--- src/common/reset_ctrl_pkg.sv ---
// Package for the system reset controller: cause flag layout, vectors, timing counts.
// Assumes a single 100 MHz reference clock; every count is in clock cycles.
package reset_ctrl_pkg;

  // ----------------------------------------------------------------
  // Vectors
  // ----------------------------------------------------------------
  localparam logic [15:0] NORMAL_VECTOR = 16'hFFFE;
  localparam logic [15:0] MONITOR_VECTOR = 16'hFEFE;

  // ----------------------------------------------------------------
  // Cause flag positions and reset value
  // ----------------------------------------------------------------
  localparam int CAUSE_W = 7;
  localparam int FLAG_POWER = 0;
  localparam int FLAG_PIN = 1;
  localparam int FLAG_WATCHDOG = 2;
  localparam int FLAG_BAD_OPCODE = 3;
  localparam int FLAG_BAD_FETCH = 4;
  localparam int FLAG_BROWNOUT = 5;
  localparam int FLAG_MONITOR = 6;
  localparam logic [CAUSE_W-1:0] CAUSE_RESET = 7'h01;

  // ----------------------------------------------------------------
  // Timing counts (cycles of the reference clock), counter widths and the service clear bit
  // ----------------------------------------------------------------
  localparam int SYS_CNT_W = 12;
  localparam int STABILISE_CYCLES = 4096;
  localparam int PIN_DRIVE_CYCLES = 32;
  localparam int RELEASE_CYCLES = 32;
  localparam int SHORT_STOP_CYCLES = 32;
  localparam int MIN_LOW_CYCLES = 4;
  localparam int SERVICE_CLEAR_LSB = 5;
  localparam int WATCHDOG_W = 6;

  // Strobes from the CPU side: reset causes and the watchdog service write
  typedef struct packed {
    logic illegal_opcode;
    logic stop_executed;
    logic opcode_fetch;
    logic unmapped_access;
    logic service_write;
  } cpu_event_s;

  typedef enum logic [1:0] {
    RUN,
    LONG_DRIVE,
    SHORT_DRIVE,
    HOLD
  } seq_state_e;

endpackage

--- src/logic/system_reset_controller.sv ---
// System reset controller: gathers reset sources, drives the shared reset pin and internal
// reset, keeps the cause flags, the 12-bit system counter and the watchdog.
// Assumes all inputs are synchronous to ref_clk and the CPU strobes last one cycle.
`timescale 1ns/1ps

// Notes on behaviour
// - Every reset asserts internal reset; vector is top pair, or one page lower in monitor.
// - Internal reset held while sequencing returns everything to defaults.
// - Internal sources clear the system counter; pin-only reset leaves it alone.
// - Each source sets its own cause flag.
// - Pin held low 4 cycles halts processing; pin flag needs minimum low time and no other source.
// - Power/brownout recovery lasts 4160 cycles, other internal sources 64.
// - Internal sources drive the pin 32 cycles, then hold internal reset 32 more.
// - Power/brownout drive the pin 4096+32 cycles, then the normal release.
// - At power-on clockgen output on, CPU clocks held off 4160 cycles.
// - Power-on sets its flag and clears all others not raised in the same cycle.
// - Watchdog overflow resets and sets the watchdog flag.
// - Service write clears watchdog counter and system counter bits 11 to 5.
// - System counter overflow clocks the watchdog.
// - Watchdog disabled only by test voltage in monitor or break gating.
// - Illegal instruction sets bad-opcode flag and resets.
// - Stop with stop disabled is an illegal-opcode reset.
// - Opcode fetch from unmapped address resets; data access does not.
// - Brownout sets its flag, drives pin 4096+32, releases 32 later.
// - Monitor-entry reset input causes internal reset with pin pulled low.
// - System counter is 12 bits; overflow feeds the watchdog.
// - Stop clears the system counter; it runs free after reset.
// - Stop exit delay is 32 cycles with short option, else 4096.
// - After stop exit CPU clocks stay off until the stop delay ends.
module system_reset_controller
  import reset_ctrl_pkg::*;
#(
  parameter int STABILISE = STABILISE_CYCLES,
  parameter int WDOG_W = WATCHDOG_W
) (
  // Clock, reset, enable
  input wire logic ref_clk,
  input wire logic rst,
  input wire logic clk_en,
  // Reset sources
  input wire logic power_on,
  input wire logic brownout,
  input wire logic monitor_entry_reset,
  input wire cpu_event_s cpu_event,
  // Options and modes
  input wire logic stop_enable_opt,
  input wire logic short_recovery_opt,
  input wire logic monitor_mode,
  input wire logic break_state,
  input wire logic test_high_voltage_rst,
  input wire logic test_high_voltage_irq,
  input wire logic stop_wake,
  // Shared open-drain reset pin
  input wire logic reset_pin_in,
  output logic reset_pin_out,
  output logic reset_pin_oe_n,
  // To CPU and modules
  output logic internal_reset,
  output logic [15:0] start_vector,
  output logic clockgen_output,
  output logic internal_bus_clocks,
  output logic [CAUSE_W-1:0] reset_cause_register,
  output logic [SYS_CNT_W-1:0] system_count
);

  // ----------------------------------------------------------------
  // Elaboration checks
  // ----------------------------------------------------------------
  if (STABILISE < 1 || STABILISE > 4096) begin : g_bad_stab
    $error("STABILISE must be 1..4096");
  end
  if (WDOG_W < 1 || WDOG_W > 16) begin : g_bad_wdog
    $error("WDOG_W must be 1..16");
  end

  localparam logic [SYS_CNT_W:0] STAB_N = (SYS_CNT_W+1)'(STABILISE);
  localparam logic [SYS_CNT_W:0] DRIVE_N = (SYS_CNT_W+1)'(PIN_DRIVE_CYCLES);
  localparam logic [SYS_CNT_W:0] REL_N = (SYS_CNT_W+1)'(RELEASE_CYCLES);
  localparam logic [SYS_CNT_W:0] SHORT_N = (SYS_CNT_W+1)'(SHORT_STOP_CYCLES);
  localparam logic [3:0] MIN_LOW_N = 4'(MIN_LOW_CYCLES);

  // ----------------------------------------------------------------
  // State
  // ----------------------------------------------------------------
  typedef struct packed {
    seq_state_e seq;
    logic [SYS_CNT_W:0] phase;
    logic [SYS_CNT_W-1:0] sys_cnt;
    logic [WDOG_W-1:0] wdog;
    logic [CAUSE_W-1:0] cause;
    logic [3:0] pin_low;
    logic pin_reset;
    logic stopped;
    logic stop_wait;
    logic [SYS_CNT_W:0] stop_cnt;
    logic bus_on;
  } state_s;

  state_s cur;
  state_s next_cur;

  logic wdog_disable;
  logic wdog_tick;
  logic wdog_over;
  logic bad_op;
  logic bad_fetch;
  logic long_src;
  logic short_src;
  logic [CAUSE_W-1:0] hits;

  // ----------------------------------------------------------------
  // Source decode
  // ----------------------------------------------------------------
  // Only pure gating on the test voltage may disable the watchdog, so noise cannot latch it
  assign wdog_disable = (monitor_mode & (test_high_voltage_rst | test_high_voltage_irq))
                      | (break_state & test_high_voltage_rst);
  assign wdog_tick = (cur.sys_cnt == '1);
  assign wdog_over = wdog_tick & (cur.wdog == '1) & ~wdog_disable
                   & ~cpu_event.service_write;
  assign bad_op = cpu_event.illegal_opcode
                | (cpu_event.stop_executed & ~stop_enable_opt);
  assign bad_fetch = cpu_event.opcode_fetch & cpu_event.unmapped_access;
  assign long_src = power_on | brownout;
  assign short_src = wdog_over | bad_op | bad_fetch | monitor_entry_reset;

  // Cause bits of all sources except the pin active this cycle
  always_comb begin
    hits = '0;
    hits[FLAG_POWER] = power_on;
    hits[FLAG_BROWNOUT] = brownout;
    hits[FLAG_WATCHDOG] = wdog_over;
    hits[FLAG_BAD_OPCODE] = bad_op;
    hits[FLAG_BAD_FETCH] = bad_fetch;
    hits[FLAG_MONITOR] = monitor_entry_reset;
  end

  // ----------------------------------------------------------------
  // Next-state logic
  // ----------------------------------------------------------------
  always_comb begin
    next_cur = cur;
    // System counter free-runs; service clears its upper bits and the watchdog
    next_cur.sys_cnt = cur.sys_cnt + 1'b1;
    if (wdog_tick && !wdog_disable) begin
      next_cur.wdog = cur.wdog + 1'b1;
    end
    if (cpu_event.service_write) begin
      next_cur.sys_cnt[SYS_CNT_W-1:SERVICE_CLEAR_LSB] = '0;
      next_cur.wdog = '0;
    end
    if (cpu_event.stop_executed && stop_enable_opt) begin
      next_cur.sys_cnt = '0;
      next_cur.stopped = 1'b1;
      next_cur.bus_on = 1'b0;
    end
    // Stop exit: counter clocked, bus clocks wait for the chosen delay
    if (cur.stopped && stop_wake) begin
      next_cur.stopped = 1'b0;
      next_cur.stop_wait = 1'b1;
      next_cur.stop_cnt = short_recovery_opt ? SHORT_N : STAB_N;
    end
    if (cur.stop_wait) begin
      next_cur.stop_cnt = cur.stop_cnt - 1'b1;
      if (cur.stop_cnt == 1) begin
        next_cur.stop_wait = 1'b0;
        next_cur.bus_on = 1'b1;
      end
    end
    // Pin low time; the flag waits until no other source is present
    next_cur.pin_low = reset_pin_in ? 4'h0 :
                       (cur.pin_low == MIN_LOW_N ? cur.pin_low : cur.pin_low + 4'h1);
    // Flags from this cycle accumulate while a sequence runs
    if (|hits) begin
      next_cur.cause = cur.cause | hits;
      if (power_on) begin
        next_cur.cause = hits;
      end
    end
    // Sequencer
    unique case (cur.seq)
      RUN: begin
        // Stop entry and exit above own the bus clocks here; a new sequence stops them
        if (long_src) begin
          next_cur.seq = LONG_DRIVE;
          next_cur.phase = STAB_N + DRIVE_N;
          next_cur.bus_on = 1'b0;
        end else if (short_src) begin
          next_cur.seq = SHORT_DRIVE;
          next_cur.phase = DRIVE_N;
          next_cur.bus_on = 1'b0;
        end else if (cur.pin_low == MIN_LOW_N) begin
          next_cur.seq = HOLD;
          next_cur.bus_on = 1'b0;
          next_cur.phase = REL_N;
          next_cur.pin_reset = 1'b1;
          next_cur.cause = {CAUSE_W{1'b0}} | (CAUSE_W'(1) << FLAG_PIN);
        end
      end
      LONG_DRIVE, SHORT_DRIVE: begin
        next_cur.bus_on = 1'b0;
        next_cur.stopped = 1'b0;
        next_cur.stop_wait = 1'b0;
        next_cur.phase = cur.phase - 1'b1;
        if (long_src && cur.seq == SHORT_DRIVE) begin
          next_cur.seq = LONG_DRIVE;
          next_cur.phase = STAB_N + DRIVE_N;
        end else if (cur.phase == 1) begin
          next_cur.seq = HOLD;
          next_cur.phase = REL_N;
        end
      end
      HOLD: begin
        next_cur.bus_on = 1'b0;
        next_cur.phase = cur.phase - 1'b1;
        if (long_src) begin
          next_cur.seq = LONG_DRIVE;
          next_cur.phase = STAB_N + DRIVE_N;
          next_cur.pin_reset = 1'b0;
        end else if (short_src) begin
          next_cur.seq = SHORT_DRIVE;
          next_cur.phase = DRIVE_N;
          next_cur.pin_reset = 1'b0;
        end else if (!reset_pin_in) begin
          next_cur.phase = REL_N;
        end else if (cur.phase == 1) begin
          next_cur.seq = RUN;
          next_cur.bus_on = 1'b1;
          next_cur.pin_reset = 1'b0;
        end
      end
    endcase
    // Internal sources restart the counter; a pin-only reset leaves it
    if (short_src || long_src) begin
      next_cur.sys_cnt = '0;
      next_cur.wdog = '0;
    end
    if (cur.seq != RUN && !cur.pin_reset) begin
      next_cur.sys_cnt = '0;
    end
  end

  // ----------------------------------------------------------------
  // State register; reset behaves as a power-on
  // ----------------------------------------------------------------
  always_ff @(posedge ref_clk) begin
    if (rst) begin
      cur.seq <= LONG_DRIVE;
      cur.phase <= STAB_N + DRIVE_N;
      cur.sys_cnt <= '0;
      cur.wdog <= '0;
      cur.cause <= CAUSE_RESET;
      cur.pin_low <= 4'h0;
      cur.pin_reset <= 1'b0;
      cur.stopped <= 1'b0;
      cur.stop_wait <= 1'b0;
      cur.stop_cnt <= '0;
      cur.bus_on <= 1'b0;
    end else if (clk_en) begin
      cur <= next_cur;
    end
  end

  // ----------------------------------------------------------------
  // Outputs
  // ----------------------------------------------------------------
  // Pin pulled low only during the drive phases; open drain, enable active low
  assign reset_pin_out = 1'b0;
  assign reset_pin_oe_n = ~(cur.seq == LONG_DRIVE || cur.seq == SHORT_DRIVE);
  assign internal_reset = (cur.seq != RUN);
  assign start_vector = monitor_mode ? MONITOR_VECTOR : NORMAL_VECTOR;
  assign clockgen_output = 1'b1;
  assign internal_bus_clocks = cur.bus_on;
  assign reset_cause_register = cur.cause;
  assign system_count = cur.sys_cnt;

endmodule

--- config.mk ---
export PLATFORM = sky130hd
export DESIGN_NAME = system_reset_controller
export DESIGN_NICKNAME = d
export VERILOG_FILES = /design/src/common/reset_ctrl_pkg.sv /design/src/logic/system_reset_controller.sv
export SDC_FILE = /design/constraint.sdc
export NUM_CORES = 1
export LEC_CHECK = 0
export BUFFER_PORTS_ARGS = -buffer_cell sky130_fd_sc_hd__buf_2
export CORE_MARGIN = 4
export CORE_UTILIZATION = 55
export CTS_CLUSTER_DIAMETER = 120
export CTS_CLUSTER_SIZE = 25
export DETAILED_ROUTE_END_ITERATION = 10
export PLACE_DENSITY = 0.78
export REMOVE_ABC_BUFFERS = 1
export SLEW_MARGIN = 20
export SYNTH_ARGS = -nofsm -noshare
export SYNTH_HDL_FRONTEND = slang
export SYNTH_SLANG_ARGS = --single-unit
--- constraint.sdc ---
create_clock -name ref_clk -period 3.1 [get_ports ref_clk]
set_input_delay 0.31 -clock ref_clk [delete_from_list [all_inputs] [get_ports ref_clk]]
set_output_delay 0.31 -clock ref_clk [all_outputs]
set_load 0.01 [all_outputs]
# Yosys cells after proc, flatten, opt, wreduce, memory -nomap -nowiden
# Index checks and enable logic that the tools add are counted.
# W data, S select, Z words.
totals:
  input_bits: 19
  wordCells: 125
  register_bits: 61
  output_inout_bits: 40
op_classes:
  bitwise: 19
  muxes: 50
  reduce_logical: 24
  eq_ne: 16
  add_sub_neg: 5
ops:
  columns: ["operator", "n"]
  rows:
  - ["$mux W15", 9]
  - ["$mux W7", 7]
  - ["$pmux W15 S3", 1]
  - ["$eq A13 B1 Y1 const B", 2]
  - ["$mux W13", 2]
  - ["$sub A13 B1 Y13 const B", 2]
  - ["$mux W12", 2]
  - ["$mux W1", 18]
  - ["$mux W18", 1]
  - ["$add A12 B1 Y12 const B", 1]
  - ["$eq A12 B12 Y1 const B", 1]
  - ["$mux W6", 2]
  - ["$ne A4 B4 Y1 const B", 3]
  - ["$reduce_and A2 Y1", 5]
  - ["$mux W9", 1]
  - ["$mux W4", 2]
  - ["$ne A2 B2 Y1 const B", 4]
  - ["$and A1 B1 Y1", 7]
  - ["$or A1 B1 Y1", 7]
  - ["$or A7 B7 Y7", 1]
  - ["$reduce_and A7 Y1", 1]
  - ["$add A6 B1 Y6 const B", 1]
  - ["$eq A6 B6 Y1 const B", 1]
  - ["$mux W2", 3]
  - ["17 further kinds", 30]

# Depth between registers and ports, before layout
# Gate-level depths: netlist of the first run.
logic_depth:
  depth_word: 13
  mapped_depth: 9
  mapped_depth_nobuf: 9

# Least setup slack after synthesis of the first run
# OpenSTA, ideal clock, no wires.
synth_path:
  path_kind: "flip-flop to flip-flop"
  startpoint: "register cur[60] (netlist bit)"
  endpoint: "register cur[54] (netlist bit)"
  t_arrival_ns: 1.890
  period_less_slack_ns: 1.975
  setup_time_ns: 0.084
  slack_ns: 1.125
  n_path_buf: 1
  path_stages_with_launch: 10
  t_required_ns: 3.016
  cell_sequence: "dfxtp_1 inv_1 ha_1 clkbuf_1 nand2b_1 nor2_1 a31oi_4 nor3_4 nand2_2 o31ai_2"
synth_between:
  elab_chain_cells: 4
  elab_cells_between_ends: 10
  classes_between: "4 x eq/ne; 2 x mux; 4 x reduce/logical"
synth_rtl:
  columns: ["item", "line", "text"]
  rows:
  - ["from (decl)", "system_reset_controller.sv:99", "state_s cur;"]
  - ["from (signal assigned)", "system_reset_controller.sv:259", "cur <= next_cur;"]
  - ["$eq A2 B2 Y1", "system_reset_controller.sv:180, system_reset_controller.sv:204", null]
  - ["$logic_and A1 B1 Y1", "system_reset_controller.sv:204", "if (long_src && cur.seq == SHORT_DRIVE) begin"]
  - ["$mux W15", "system_reset_controller.sv:204", null]
  - ["$pmux W15 S3", "system_reset_controller.sv:180", "unique case (cur.seq)"]
# Several ways; a longest one is shown, not always the timed one.
# A chain may end at the register's enable or synchronous reset.

# Worst setup path after layout of the first run
layout_path:
  startpoint: "register cur[28] (netlist bit)"
  endpoint: "register cur[54] (netlist bit)"
layout_between:
  elab_chain_cells: 10
  elab_cells_between_ends: 14
  classes_between: "2 x eq/ne; 5 x mux; 6 x bitwise; 1 x reduce/logical"
layout_rtl:
  columns: ["item", "line", "text"]
  rows:
  - ["$eq A6 B6 Y1 *", "system_reset_controller.sv:118", "assign wdog_over = wdog_tick & (cur.wdog == '1) & ~wdog_disable"]
  - ["$and A1 B1 Y1 * (2 in a row)", "system_reset_controller.sv:118", null]
  - ["$and A1 B1 Y1 *", "system_reset_controller.sv:119", "& ~cpu_event.service_write;"]
  - ["$or A1 B1 Y1 * (3 in a row)", "system_reset_controller.sv:124", "assign short_src = wdog_over | bad_op | bad_fetch | monitor_entry_reset;"]
  - ["$mux W15, on equally long branches", "system_reset_controller.sv:219, system_reset_controller.sv:187", null]
  - ["$mux W15, on equally long branches", "system_reset_controller.sv:215, system_reset_controller.sv:183", null]
  - ["$pmux W15 S3", "system_reset_controller.sv:180", null]
# Mark *: on every way between the ends. The rest lies on a longest branch, timed or not.

==> impl_metrics.json, run 1 <==
{
  "initial_core_util": 0.572,
  "yosys_top_cell_area_share": 0.334,
  "worst_path_largest_cell_delay_ns": 0.38,
  "detail_route.wl_per_cell_um": 14.2,
  "gr-usage-all-layers": 0.206,
  "vdd_ir_drop_max_mv": 0.326,
  "status": "finished, final reports clean",
  "dieArea_um2": 8020,
  "syn_area_um2": 3660,
  "core-area_um2": 6390,
  "cts_post_setup_buffers_inserted": 0,
  "cts.root.buffer_cell": "sky130_fd_sc_hd__clkbuf_8",
  "tightestPinTransition_ns": 0.751,
  "synth.lib_cells_used.distinct": 66,
  "timing.final.max_slew_violations": 0,
  "seq_area_frac_synth": 0.334,
  "numClockSinks": 61,
  "combinational_family_with_the_most_area_after_synthesis": "simple AND/OR/NAND/NOR gates",
  "dpl-instance-area_um2": 3680,
  "critPathKind": "reg -> reg",
  "design_area_um2": 3890,
  "clkLatencyLatePin_ns": 0.34,
  "max-clock-path-buffers": 2,
  "critPathBufInv": 0,
  "htreeDepth": 3,
  "crit_arrival_ns": 2.44,
  "cts_made_buffers": 9,
  "layout_min_cycle_time_ns": 2.21,
  "grt_max_degree": 39,
  "crit_chain": "ha_1, nand3_1, nor3_2, nand3_4, a31oi_2, nor2_4, a22oi_1, o31ai_2",
  "ctsHoldBuffers": 0,
  "via_count_of_the_first_global_routing_pass": 2884,
  "synth.avg_cell_area_um2": 7.97,
  "synth_enable_flop_cells": 0,
  "mostFrequentLayoutCell": "sky130_fd_sc_hd__dfxtp_1",
  "portBuffers": 41,
  "synth.yosys.warnings": 0,
  "initial_antenna_violation_count": 0,
  "num_antenna_cells": 0,
  "worst_slew_margin_rel": 0.495,
  "yosysTopAreaCell": "sky130_fd_sc_hd__dfxtp_1",
  "filler_cell_count": 569,
  "syn-instance-count": 459,
  "yosys-mux-area-fraction": 0.00274,
  "cts_tree": "done",
  "chipHeight_um": 89.5,
  "critPathMaxFanout": 10,
  "cts_resized": 0,
  "min_path_type": "in -> reg",
  "layout.cells.most_common_list": "sky130_fd_sc_hd__dfxtp_1 (61), sky130_fd_sc_hd__nand2_1 (42), sky130_fd_sc_hd__nor2_1 (41), sky130_fd_sc_hd__buf_2 (41), sky130_fd_sc_hd__a21oi_1 (35)",
  "postSynth.asyncResetShare": 0,
  "place.detailed.instances": 542,
  "synth_xor_xnor_area_share": 0.0216,
  "drc_violation_total_after_the_first_tritonroute_iteration": 264,
  "layout.nets": 507,
  "grt_pass1_wl_um": 13100,
  "critPathTopFamily": "simple AND/OR/NAND/NOR gates",
  "yosys.area_share.simple": 0.265,
  "drtAntennaViolNets": 0,
  "route.detailed.drc": 0,
  "max_clock_freq_mhz": 452,
  "cts.clk_slew.worst_paths_ns": 0.07,
  "worst_clock_skew_on_the_final_layout_ns": 0.00865,
  "postSynthRegisterBits": 61,
  "detailroute.via_count": 3282,
  "detail_route.first_pass.iterations": 5,
  "synthAdderAreaFrac": 0.0411,
  "die_width_um": 89.5,
  "core.rowCount": 29,
  "start_kind": "flip-flop",
  "via_per_inst": 5.88,
  "post-route-period-util": 0.714,
  "synth_compound_gate_area_share": 0.220,
  "flow.area_growth_from_synthesis_pct": 6.50,
  "grt.overflow.total": 0,
  "timing.critical_path.required_ns": 3.32,
  "end_kind": "flip-flop",
  "setup-tns-final_ns": 0,
  "finalWirelength_um": 7920,
  "post-dp-hpwl_um": 5760,
  "total_leakage_power_nw": 1.54,
  "layout-drive-gt1-share": 0.166,
  "setup-violations-final": 0,
  "final_core_util": 0.610,
  "gp_congestion": 0.826,
  "maxCapViolCount": 0,
  "report.final.hold_viol_count": 0,
  "final_cells": 558,
  "rsz0062_at_grt": "false",
  "ioPinCount": 59,
  "critical_path.slowest_cell": "sky130_fd_sc_hd__a31oi_2",
  "synth.area.top_cells": "sky130_fd_sc_hd__dfxtp_1 (33%), sky130_fd_sc_hd__buf_4 (7.4%), sky130_fd_sc_hd__a21oi_1 (4.8%), sky130_fd_sc_hd__nand2_1 (4.3%), sky130_fd_sc_hd__nor2_1 (4.2%)",
  "ys_dominant_reg_cell": "sky130_fd_sc_hd__dfxtp_1",
  "power_per_cell_area_nw_per_um2": 644
}
-- state kept, by name (all words and copies together), names as in the netlist --
name and cells:
internal_bus_clocks 1, cur 41, reset_cause_register 7, system_count 12
-- layout make-up --
cell class              count  area [um^2]  share of cell area
inverters                  22         82.6              0.0212
clock inverters             3         42.5              0.0109
repair buffers             41          205              0.0527
multi-input cells         341         2080               0.533
well taps                  77         96.3              0.0247
flip-flops and latches     61         1220               0.314
clock buffers              13          169              0.0434
-- metrics by stage --
stage | power [mW] | worst slack [ns] | hold WS [ns]
3_3_place_gp | 1.75 | 0.958 | 0.441
2_1_floorplan | 1.57 | 1.11 | 0.379
3_5_place_dp | 1.76 | 0.892 | 0.446
4_1_cts | 2.51 | 0.893 | 0.232
6_report | 2.51 | 0.886 | 0.251
5_1_grt | 2.66 | 0.676 | 0.245
-- path summary, 6_finish.rpt --
kind,depth (start not counted),slack [ns],to,from
worst min register to register,2,0.46,reset_cause_register[1],reset_cause_register[1]
worst max-delay path,8,0.89,cur[54],cur[28]
worst max register to register,8,0.89,cur[54],cur[28]
worst min-delay path,2,0.25,reset_cause_register[4],cpu_event[1]
-- metal layers --
layer / global-route usage / wire (um) / vias up
met2: 0.326 / 3650 / 116
met4: 0.0961 / 157 / 0
li1: - / - / 1630
met3: 0.0378 / 564 / 17
met5: 0 / 0 / -
met1: 0.272 / 3540 / 1519
-- worst register-to-register path, delay by kind of cell (launching register included) --
kind / cells / cell delay (ns)
compound gates: 3 / 0.73
fa+ha+maj: 1 / 0.23
flops: 1 / 0.37
simple gates: 4 / 0.78
-- cells by family after synthesis --
family / Yosys count
AO/OA/AOI/OAI: 121
XOR/XNOR: 9
AND/OR/NAND/NOR: 181
buffers and inverters: 72
other: 2
flip-flops: 61
multiplexers: 1
adder cells (fa/ha/maj): 12
-- cell usage after synthesis, types with 4 or more instances --
cell / instances
sky130_fd_sc_hd__dfxtp_1: 61
sky130_fd_sc_hd__nand2_1: 42
sky130_fd_sc_hd__nor2_1: 41
sky130_fd_sc_hd__buf_4: 36
sky130_fd_sc_hd__a21oi_1: 35
sky130_fd_sc_hd__o21ai_0: 30
sky130_fd_sc_hd__inv_1: 22
sky130_fd_sc_hd__nand3_1: 21
sky130_fd_sc_hd__nor3_1: 13
sky130_fd_sc_hd__clkbuf_1: 12
sky130_fd_sc_hd__ha_1: 12
sky130_fd_sc_hd__or3_1: 10
sky130_fd_sc_hd__a31oi_1: 9
sky130_fd_sc_hd__nor4_1: 8
sky130_fd_sc_hd__o22ai_1: 8
sky130_fd_sc_hd__and3_1: 7
sky130_fd_sc_hd__nand2b_1: 6
sky130_fd_sc_hd__xor2_1: 6
sky130_fd_sc_hd__nand4_1: 5
sky130_fd_sc_hd__nor2b_1: 4
sky130_fd_sc_hd__o31ai_1: 4
-- power by group --
group,leakage (nW),internal [mW],switching [mW]
Combinational,0.941,0.305,0.516
Clock,0.106,0.436,0.303
Sequential,0.494,0.867,0.0808
Total,1.54,1.61,0.899
(Power assumes the default switching activity.)
==> run 2, diff against run 1 <==
==> constraint.sdc (replaced) <==
create_clock -name ref_clk -period 2.1 [get_ports ref_clk]
set_input_delay 0.21 -clock ref_clk [delete_from_list [all_inputs] [get_ports ref_clk]]
set_output_delay 0.21 -clock ref_clk [all_outputs]
set_load 0.01 [all_outputs]
==> run 2 against run 1 <==
  * Wire length increased by 8.7%
  * Sequential power increased by 49%
  * Sequential share of layout area decreased by 1.9 points
  * Sequential cell count unchanged
  * Final cell count increased by 3.9%
  * Power increased by 60%
  * Via count increased by 3.0%
  * Global-route usage increased by 1.2 points
  * Clock power increased by 54%
  * Critical path type unchanged
  * Largest cell class unchanged
==> impl_metrics.json, run 2 (synthesis gave the netlist of run 1 again) <==
{
  "status": "finished, final reports clean",
  "cts.clk_slew.worst_paths_ns": 0.07,
  "cts_made_buffers": 9,
  "worst_clock_skew_on_the_final_layout_ns": 0.0104,
  "end_kind": "flip-flop",
  "finalWirelength_um": 8610,
  "drc_violation_total_after_the_first_tritonroute_iteration": 269,
  "tightestPinTransition_ns": 0.686,
  "post-route-period-util": 0.943,
  "critPathMaxFanout": 5,
  "critPathKind": "reg -> reg",
  "dieArea_um2": 8020,
  "crit_arrival_ns": 2.24,
  "maxCapViolCount": 0,
  "grt.overflow.total": 0,
  "via_per_inst": 5.83,
  "worst_slew_margin_rel": 0.541,
  "hold-path-endpoint": "reset_cause_register[5]",
  "gp_congestion": 0.861,
  "reg2reg_from": "cur[47]",
  "cts_tree": "done",
  "core.rowCount": 29,
  "detail_route.wirelength.met1_um": 3610,
  "htreeDepth": 3,
  "power_per_cell_area_nw_per_um2": 965,
  "ioPinCount": 59,
  "detail_route.first_pass.iterations": 5,
  "worstHoldStart": "brownout",
  "regMostFlops": "cur",
  "reg2reg_to": "cur[60]",
  "max-clock-path-buffers": 2,
  "max_clock_freq_mhz": 505,
  "die_width_um": 89.5,
  "mostFrequentLayoutCell": "sky130_fd_sc_hd__dfxtp_1",
  "timing.final.max_slew_violations": 0,
  "initial_antenna_violation_count": 0,
  "report.final.hold_viol_count": 0,
  "layout_min_cycle_time_ns": 1.98,
  "gr-usage-all-layers": 0.218,
  "route.met2.wl_um": 4250,
  "dpl-instance-area_um2": 3810,
  "detail_route.wl_per_cell_um": 14.8,
  "num_antenna_cells": 0,
  "rr_worst_depth": 10,
  "drtAntennaViolNets": 0,
  "portBuffers": 41,
  "layout-drive-gt1-share": 0.233,
  "dr_wl_met3_um": 578,
  "via_count_of_the_first_global_routing_pass": 3126,
  "detailroute.via_count": 3382,
  "min_path_type": "in -> reg",
  "ctsHoldBuffers": 0,
  "min_delay_path_depth": 3,
  "final_cells": 580,
  "total_leakage_power_nw": 1.67,
  "largest_reg_flops": 41,
  "initial_core_util": 0.572,
  "core-area_um2": 6390,
  "timing.critical_path.required_ns": 2.36,
  "chipHeight_um": 89.5,
  "numClockSinks": 61,
  "place.detailed.instances": 559,
  "design_area_um2": 4160,
  "regToRegSetupSlack_ns": 0.12,
  "cts.root.buffer_cell": "sky130_fd_sc_hd__clkbuf_8",
  "grt_max_degree": 28,
  "highest_metal_layer_used_by_the_detailed_router": "met4",
  "grt_pass1_wl_um": 13800,
  "route.detailed.drc": 0,
  "layout.nets": 530,
  "post-dp-hpwl_um": 6190,
  "setup-violations-final": 0,
  "vdd_ir_drop_max_mv": 0.641,
  "flow.area_growth_from_synthesis_pct": 13.8,
  "layout.cells.most_common_list": "sky130_fd_sc_hd__dfxtp_1 (58), sky130_fd_sc_hd__nand2_1 (42), sky130_fd_sc_hd__buf_2 (41), sky130_fd_sc_hd__nor2_1 (40), sky130_fd_sc_hd__a21oi_1 (34)",
  "clkLatencyLatePin_ns": 0.34,
  "start_kind": "flip-flop"
}
run 2: cell count changes in the layout (fill, tap and decap cells not counted), sizes merged:
cell and change:
buf +23, clkinvlp -1, clkinv +2, clkbuf -3
bufinv +1
run 2: metrics by stage:
step           setup slack [ns]   util  setup TNS [ns]  hold slack [ns]  power, mW
2_1_floorplan             0.107      -               0            0.279       2.31
3_3_place_gp             0.0532  0.597               0            0.441       2.65
3_5_place_dp           -0.00183  0.597        -0.00183            0.448       2.68
4_1_cts                  0.0104  0.631               0            0.143       3.82
5_1_grt                 -0.0294  0.652         -0.0542            0.162       4.25
6_report                  0.120  0.652               0            0.149       4.02
run 2: final cells by class:
class	count	area [um^2]
repair buffers	64	390
fillers	541	2220
inverters	22	82.6
multi-input cells	341	2150
clock inverters	5	75.1
well taps	77	96.3
clock buffers	10	138
flip-flops and latches	61	1220
run 2: metal layers:
metal,global-route usage,up-vias
met4,0.0961,0
met3,0.0350,20
met5,0,-
li1,-,1678
met2,0.375,128
met1,0.267,1556
run 2: what timing repair did:
item	4_1_cts	5_1_grt
endpoints found under the setup margin	1	32
buffers inserted	0	6
pin swaps	1	7
hold endpoints to repair	0	0
gates resized for setup	1	17
run 2: worst max-delay path by stage:
stage / from / end / slack [ns] / cells after the start
after floorplan: system_count[0] / cur[54] / 0.11 / 8
after global placement: cur[47] / cur[54] / 0.05 / 9
after detailed placement: cur[28] / cur[54] / -0.002 / 8
after CTS: cur[28] / reset_cause_register[2] / 0.01 / 8
after global routing: cur[47] / cur[60] / -0.03 / 10
final: cur[47] / cur[60] / 0.12 / 10
run 2: critical path, stage by stage, from the launching register on:
cell and delay [ns]:
sky130_fd_sc_hd__dfxtp_2 0.33, sky130_fd_sc_hd__inv_2 0.06, sky130_fd_sc_hd__ha_1 0.14, sky130_fd_sc_hd__nor4b_4 0.22
sky130_fd_sc_hd__and4_4 0.27, sky130_fd_sc_hd__buf_4 0.13, sky130_fd_sc_hd__nand2_1 0.08, sky130_fd_sc_hd__a21oi_2 0.12
sky130_fd_sc_hd__o311a_1 0.27, sky130_fd_sc_hd__nor2_1 0.07, sky130_fd_sc_hd__a211oi_2 0.19
run 2: report_power, final:
part           switching [mW]  total, mW  leakage [nW]  internal (mW)
logic                   0.839       1.46          1.06          0.625
clock network           0.449       1.14         0.112          0.687
registers               0.130       1.41         0.495           1.28
==> run 3, diff against run 2 <==
--- a/config.mk
+++ b/config.mk
@@ -11,7 +11,9 @@
 export CTS_CLUSTER_DIAMETER = 120
 export CTS_CLUSTER_SIZE = 25
 export DETAILED_ROUTE_END_ITERATION = 10
+export GPL_ROUTABILITY_DRIVEN = 0
 export PLACE_DENSITY = 0.78
+export RECOVER_POWER = 25
 export REMOVE_ABC_BUFFERS = 1
 export SLEW_MARGIN = 20
 export SYNTH_ARGS = -nofsm -noshare
==> run 3 against run 2 <==
  * Count of clock-buffer cells in the layout unchanged
  * Non-clock buffer count unchanged
  * Hold slack about the same
  * Final cell count unchanged
  * First-iteration DRC count decreased by 12%
  * Setup slack improved by 0.011 ns
  * Sequential share of layout area increased by 0.18 points
  * Global-route usage unchanged
  * Core utilization decreased by 0.39 points
  * Largest cell class unchanged
==> impl_metrics.json, run 3 (synthesis gave the netlist of run 1 again) <==
{
  "min_path_type": "in -> reg",
  "finalWirelength_um": 8590,
  "chipHeight_um": 89.5,
  "end_kind": "flip-flop",
  "post-dp-hpwl_um": 6190,
  "cts.root.buffer_cell": "sky130_fd_sc_hd__clkbuf_8",
  "final_core_util": 0.648,
  "timing.critical_path.required_ns": 2.36,
  "detail_route.wl_per_cell_um": 14.8,
  "cts_made_buffers": 9,
  "drc_violation_total_after_the_first_tritonroute_iteration": 237,
  "ioPinCount": 59,
  "crit_chain": "inv_2, ha_1, nor4b_4, and4_4, buf_4, nand2_1, a21oi_2, o311a_1, nor2_1, a211oi_2",
  "layout_min_cycle_time_ns": 1.97,
  "crit_arrival_ns": 2.22,
  "numClockSinks": 61,
  "critPathTopFamily": "simple AND/OR/NAND/NOR gates",
  "max_clock_freq_mhz": 508,
  "critPathBufInv": 2,
  "mostFrequentLayoutCell": "sky130_fd_sc_hd__dfxtp_1",
  "detailroute.via_count": 3393,
  "detail_route.first_pass.iterations": 5,
  "layout.cells.most_common_list": "sky130_fd_sc_hd__dfxtp_1 (58), sky130_fd_sc_hd__nand2_1 (42), sky130_fd_sc_hd__nor2_1 (40), sky130_fd_sc_hd__a21oi_1 (34), sky130_fd_sc_hd__o21ai_0 (30)",
  "grt_pass1_wl_um": 13800,
  "core.rowCount": 29,
  "total_leakage_power_nw": 1.58,
  "cts.clk_slew.worst_paths_ns": 0.07,
  "layout-drive-gt1-share": 0.193,
  "initial_antenna_violation_count": 0,
  "post-route-period-util": 0.938,
  "portBuffers": 41,
  "ctsHoldBuffers": 0,
  "worst_path_largest_cell_delay_ns": 0.33,
  "timing.final.max_slew_violations": 0,
  "setup-tns-final_ns": 0,
  "detail_route.wirelength.met1_um": 3610,
  "gr-usage-all-layers": 0.218,
  "flow.area_growth_from_synthesis_pct": 13.1,
  "grt_max_degree": 28,
  "regMostFlops": "cur",
  "start_kind": "flip-flop",
  "tightestPinTransition_ns": 0.673,
  "route.met2.wl_um": 4250,
  "clkLatencyLatePin_ns": 0.34,
  "report.final.hold_viol_count": 0,
  "setup-violations-final": 0,
  "htreeDepth": 3,
  "via_per_inst": 5.85,
  "route.detailed.drc": 0,
  "worst_slew_margin_rel": 0.550,
  "place.detailed.instances": 559,
  "critical_path.slowest_cell": "sky130_fd_sc_hd__dfxtp_2",
  "final_cells": 580,
  "power_per_cell_area_nw_per_um2": 970,
  "critPathKind": "reg -> reg",
  "design_area_um2": 4140,
  "filler_cell_count": 557,
  "status": "finished, final reports clean",
  "dieArea_um2": 8020,
  "worst_clock_skew_on_the_final_layout_ns": 0.0111,
  "initial_core_util": 0.572,
  "core-area_um2": 6390,
  "largest_reg_flops": 41,
  "cts_tree": "done",
  "grt.overflow.total": 0,
  "seqCellArea_um2": 1220,
  "maxCapViolCount": 0,
  "max-clock-path-buffers": 2,
  "via_count_of_the_first_global_routing_pass": 3126,
  "dr_wl_met3_um": 546,
  "layout.nets": 530,
  "vdd_ir_drop_max_mv": 0.641,
  "highest_metal_layer_used_by_the_detailed_router": "met4",
  "critPathMaxFanout": 5,
  "num_antenna_cells": 0,
  "drtAntennaViolNets": 0,
  "dpl-instance-area_um2": 3810,
  "multi_input_comb_area_um2": 2150,
  "die_width_um": 89.5
}
## run 3: cell types whose count changed in the layout (fill, tap and decap cells not counted), sizes merged
cell    change
clkbuf     +20
buf        -20
## run 3: path summary, 6_finish.rpt
kind,cells after the start,startpoint,slack [ns],end
hold / removal,3,brownout,0.15,reset_cause_register[5]
setup / recovery,10,cur[47],0.13,cur[60]
hold reg to reg,2,cur[49],0.46,cur[49]
setup reg to reg,10,cur[47],0.13,cur[60]
## run 3: power breakdown
| part | total [mW] | switching, mW | internal [mW] |
|---|---|---|---|
| registers | 1.41 | 0.131 | 1.28 |
| logic | 1.46 | 0.835 | 0.624 |
| clock network | 1.14 | 0.452 | 0.687 |
| total | 4.01 | 1.42 | 2.59 |
## run 3: final cells by class
| class | instances | share of cell area |
|---|---|---|
| inverters | 22 | 0.0200 |
| clock inverters | 5 | 0.0181 |
| multi-input cells | 341 | 0.521 |
| flip-flops and latches | 61 | 0.296 |
| clock buffers | 10 | 0.0333 |
| well taps | 77 | 0.0233 |
| repair buffers | 64 | 0.0883 |
## run 3: timing repair
item,4_1_cts,5_1_grt
pin swaps,1,7
setup endpoints to repair,1,32
resized for setup,1,17
buffers inserted,0,6
## run 3: metrics by stage
stage          setup WS (ns)  hold slack, ns  power, mW
2_1_floorplan          0.107           0.279       2.31
3_3_place_gp          0.0532           0.441       2.65
3_5_place_dp        -0.00183           0.448       2.68
4_1_cts               0.0104           0.143       3.82
5_1_grt              -0.0294           0.162       4.25
6_report               0.131           0.149       4.01
## run 3: routing by layer
metal | GRT usage | vias up
li1 | - | 1683
met1 | 0.267 | 1566
met2 | 0.375 | 123
met3 | 0.0350 | 21
met4 | 0.0961 | 0
met5 | 0 | -
## run 3: tightest hold or removal path, cell delays in order
cell and delay (ns):
sky130_fd_sc_hd__buf_2 0.13, sky130_fd_sc_hd__nand2_1 0.06, sky130_fd_sc_hd__a21oi_1 0.05
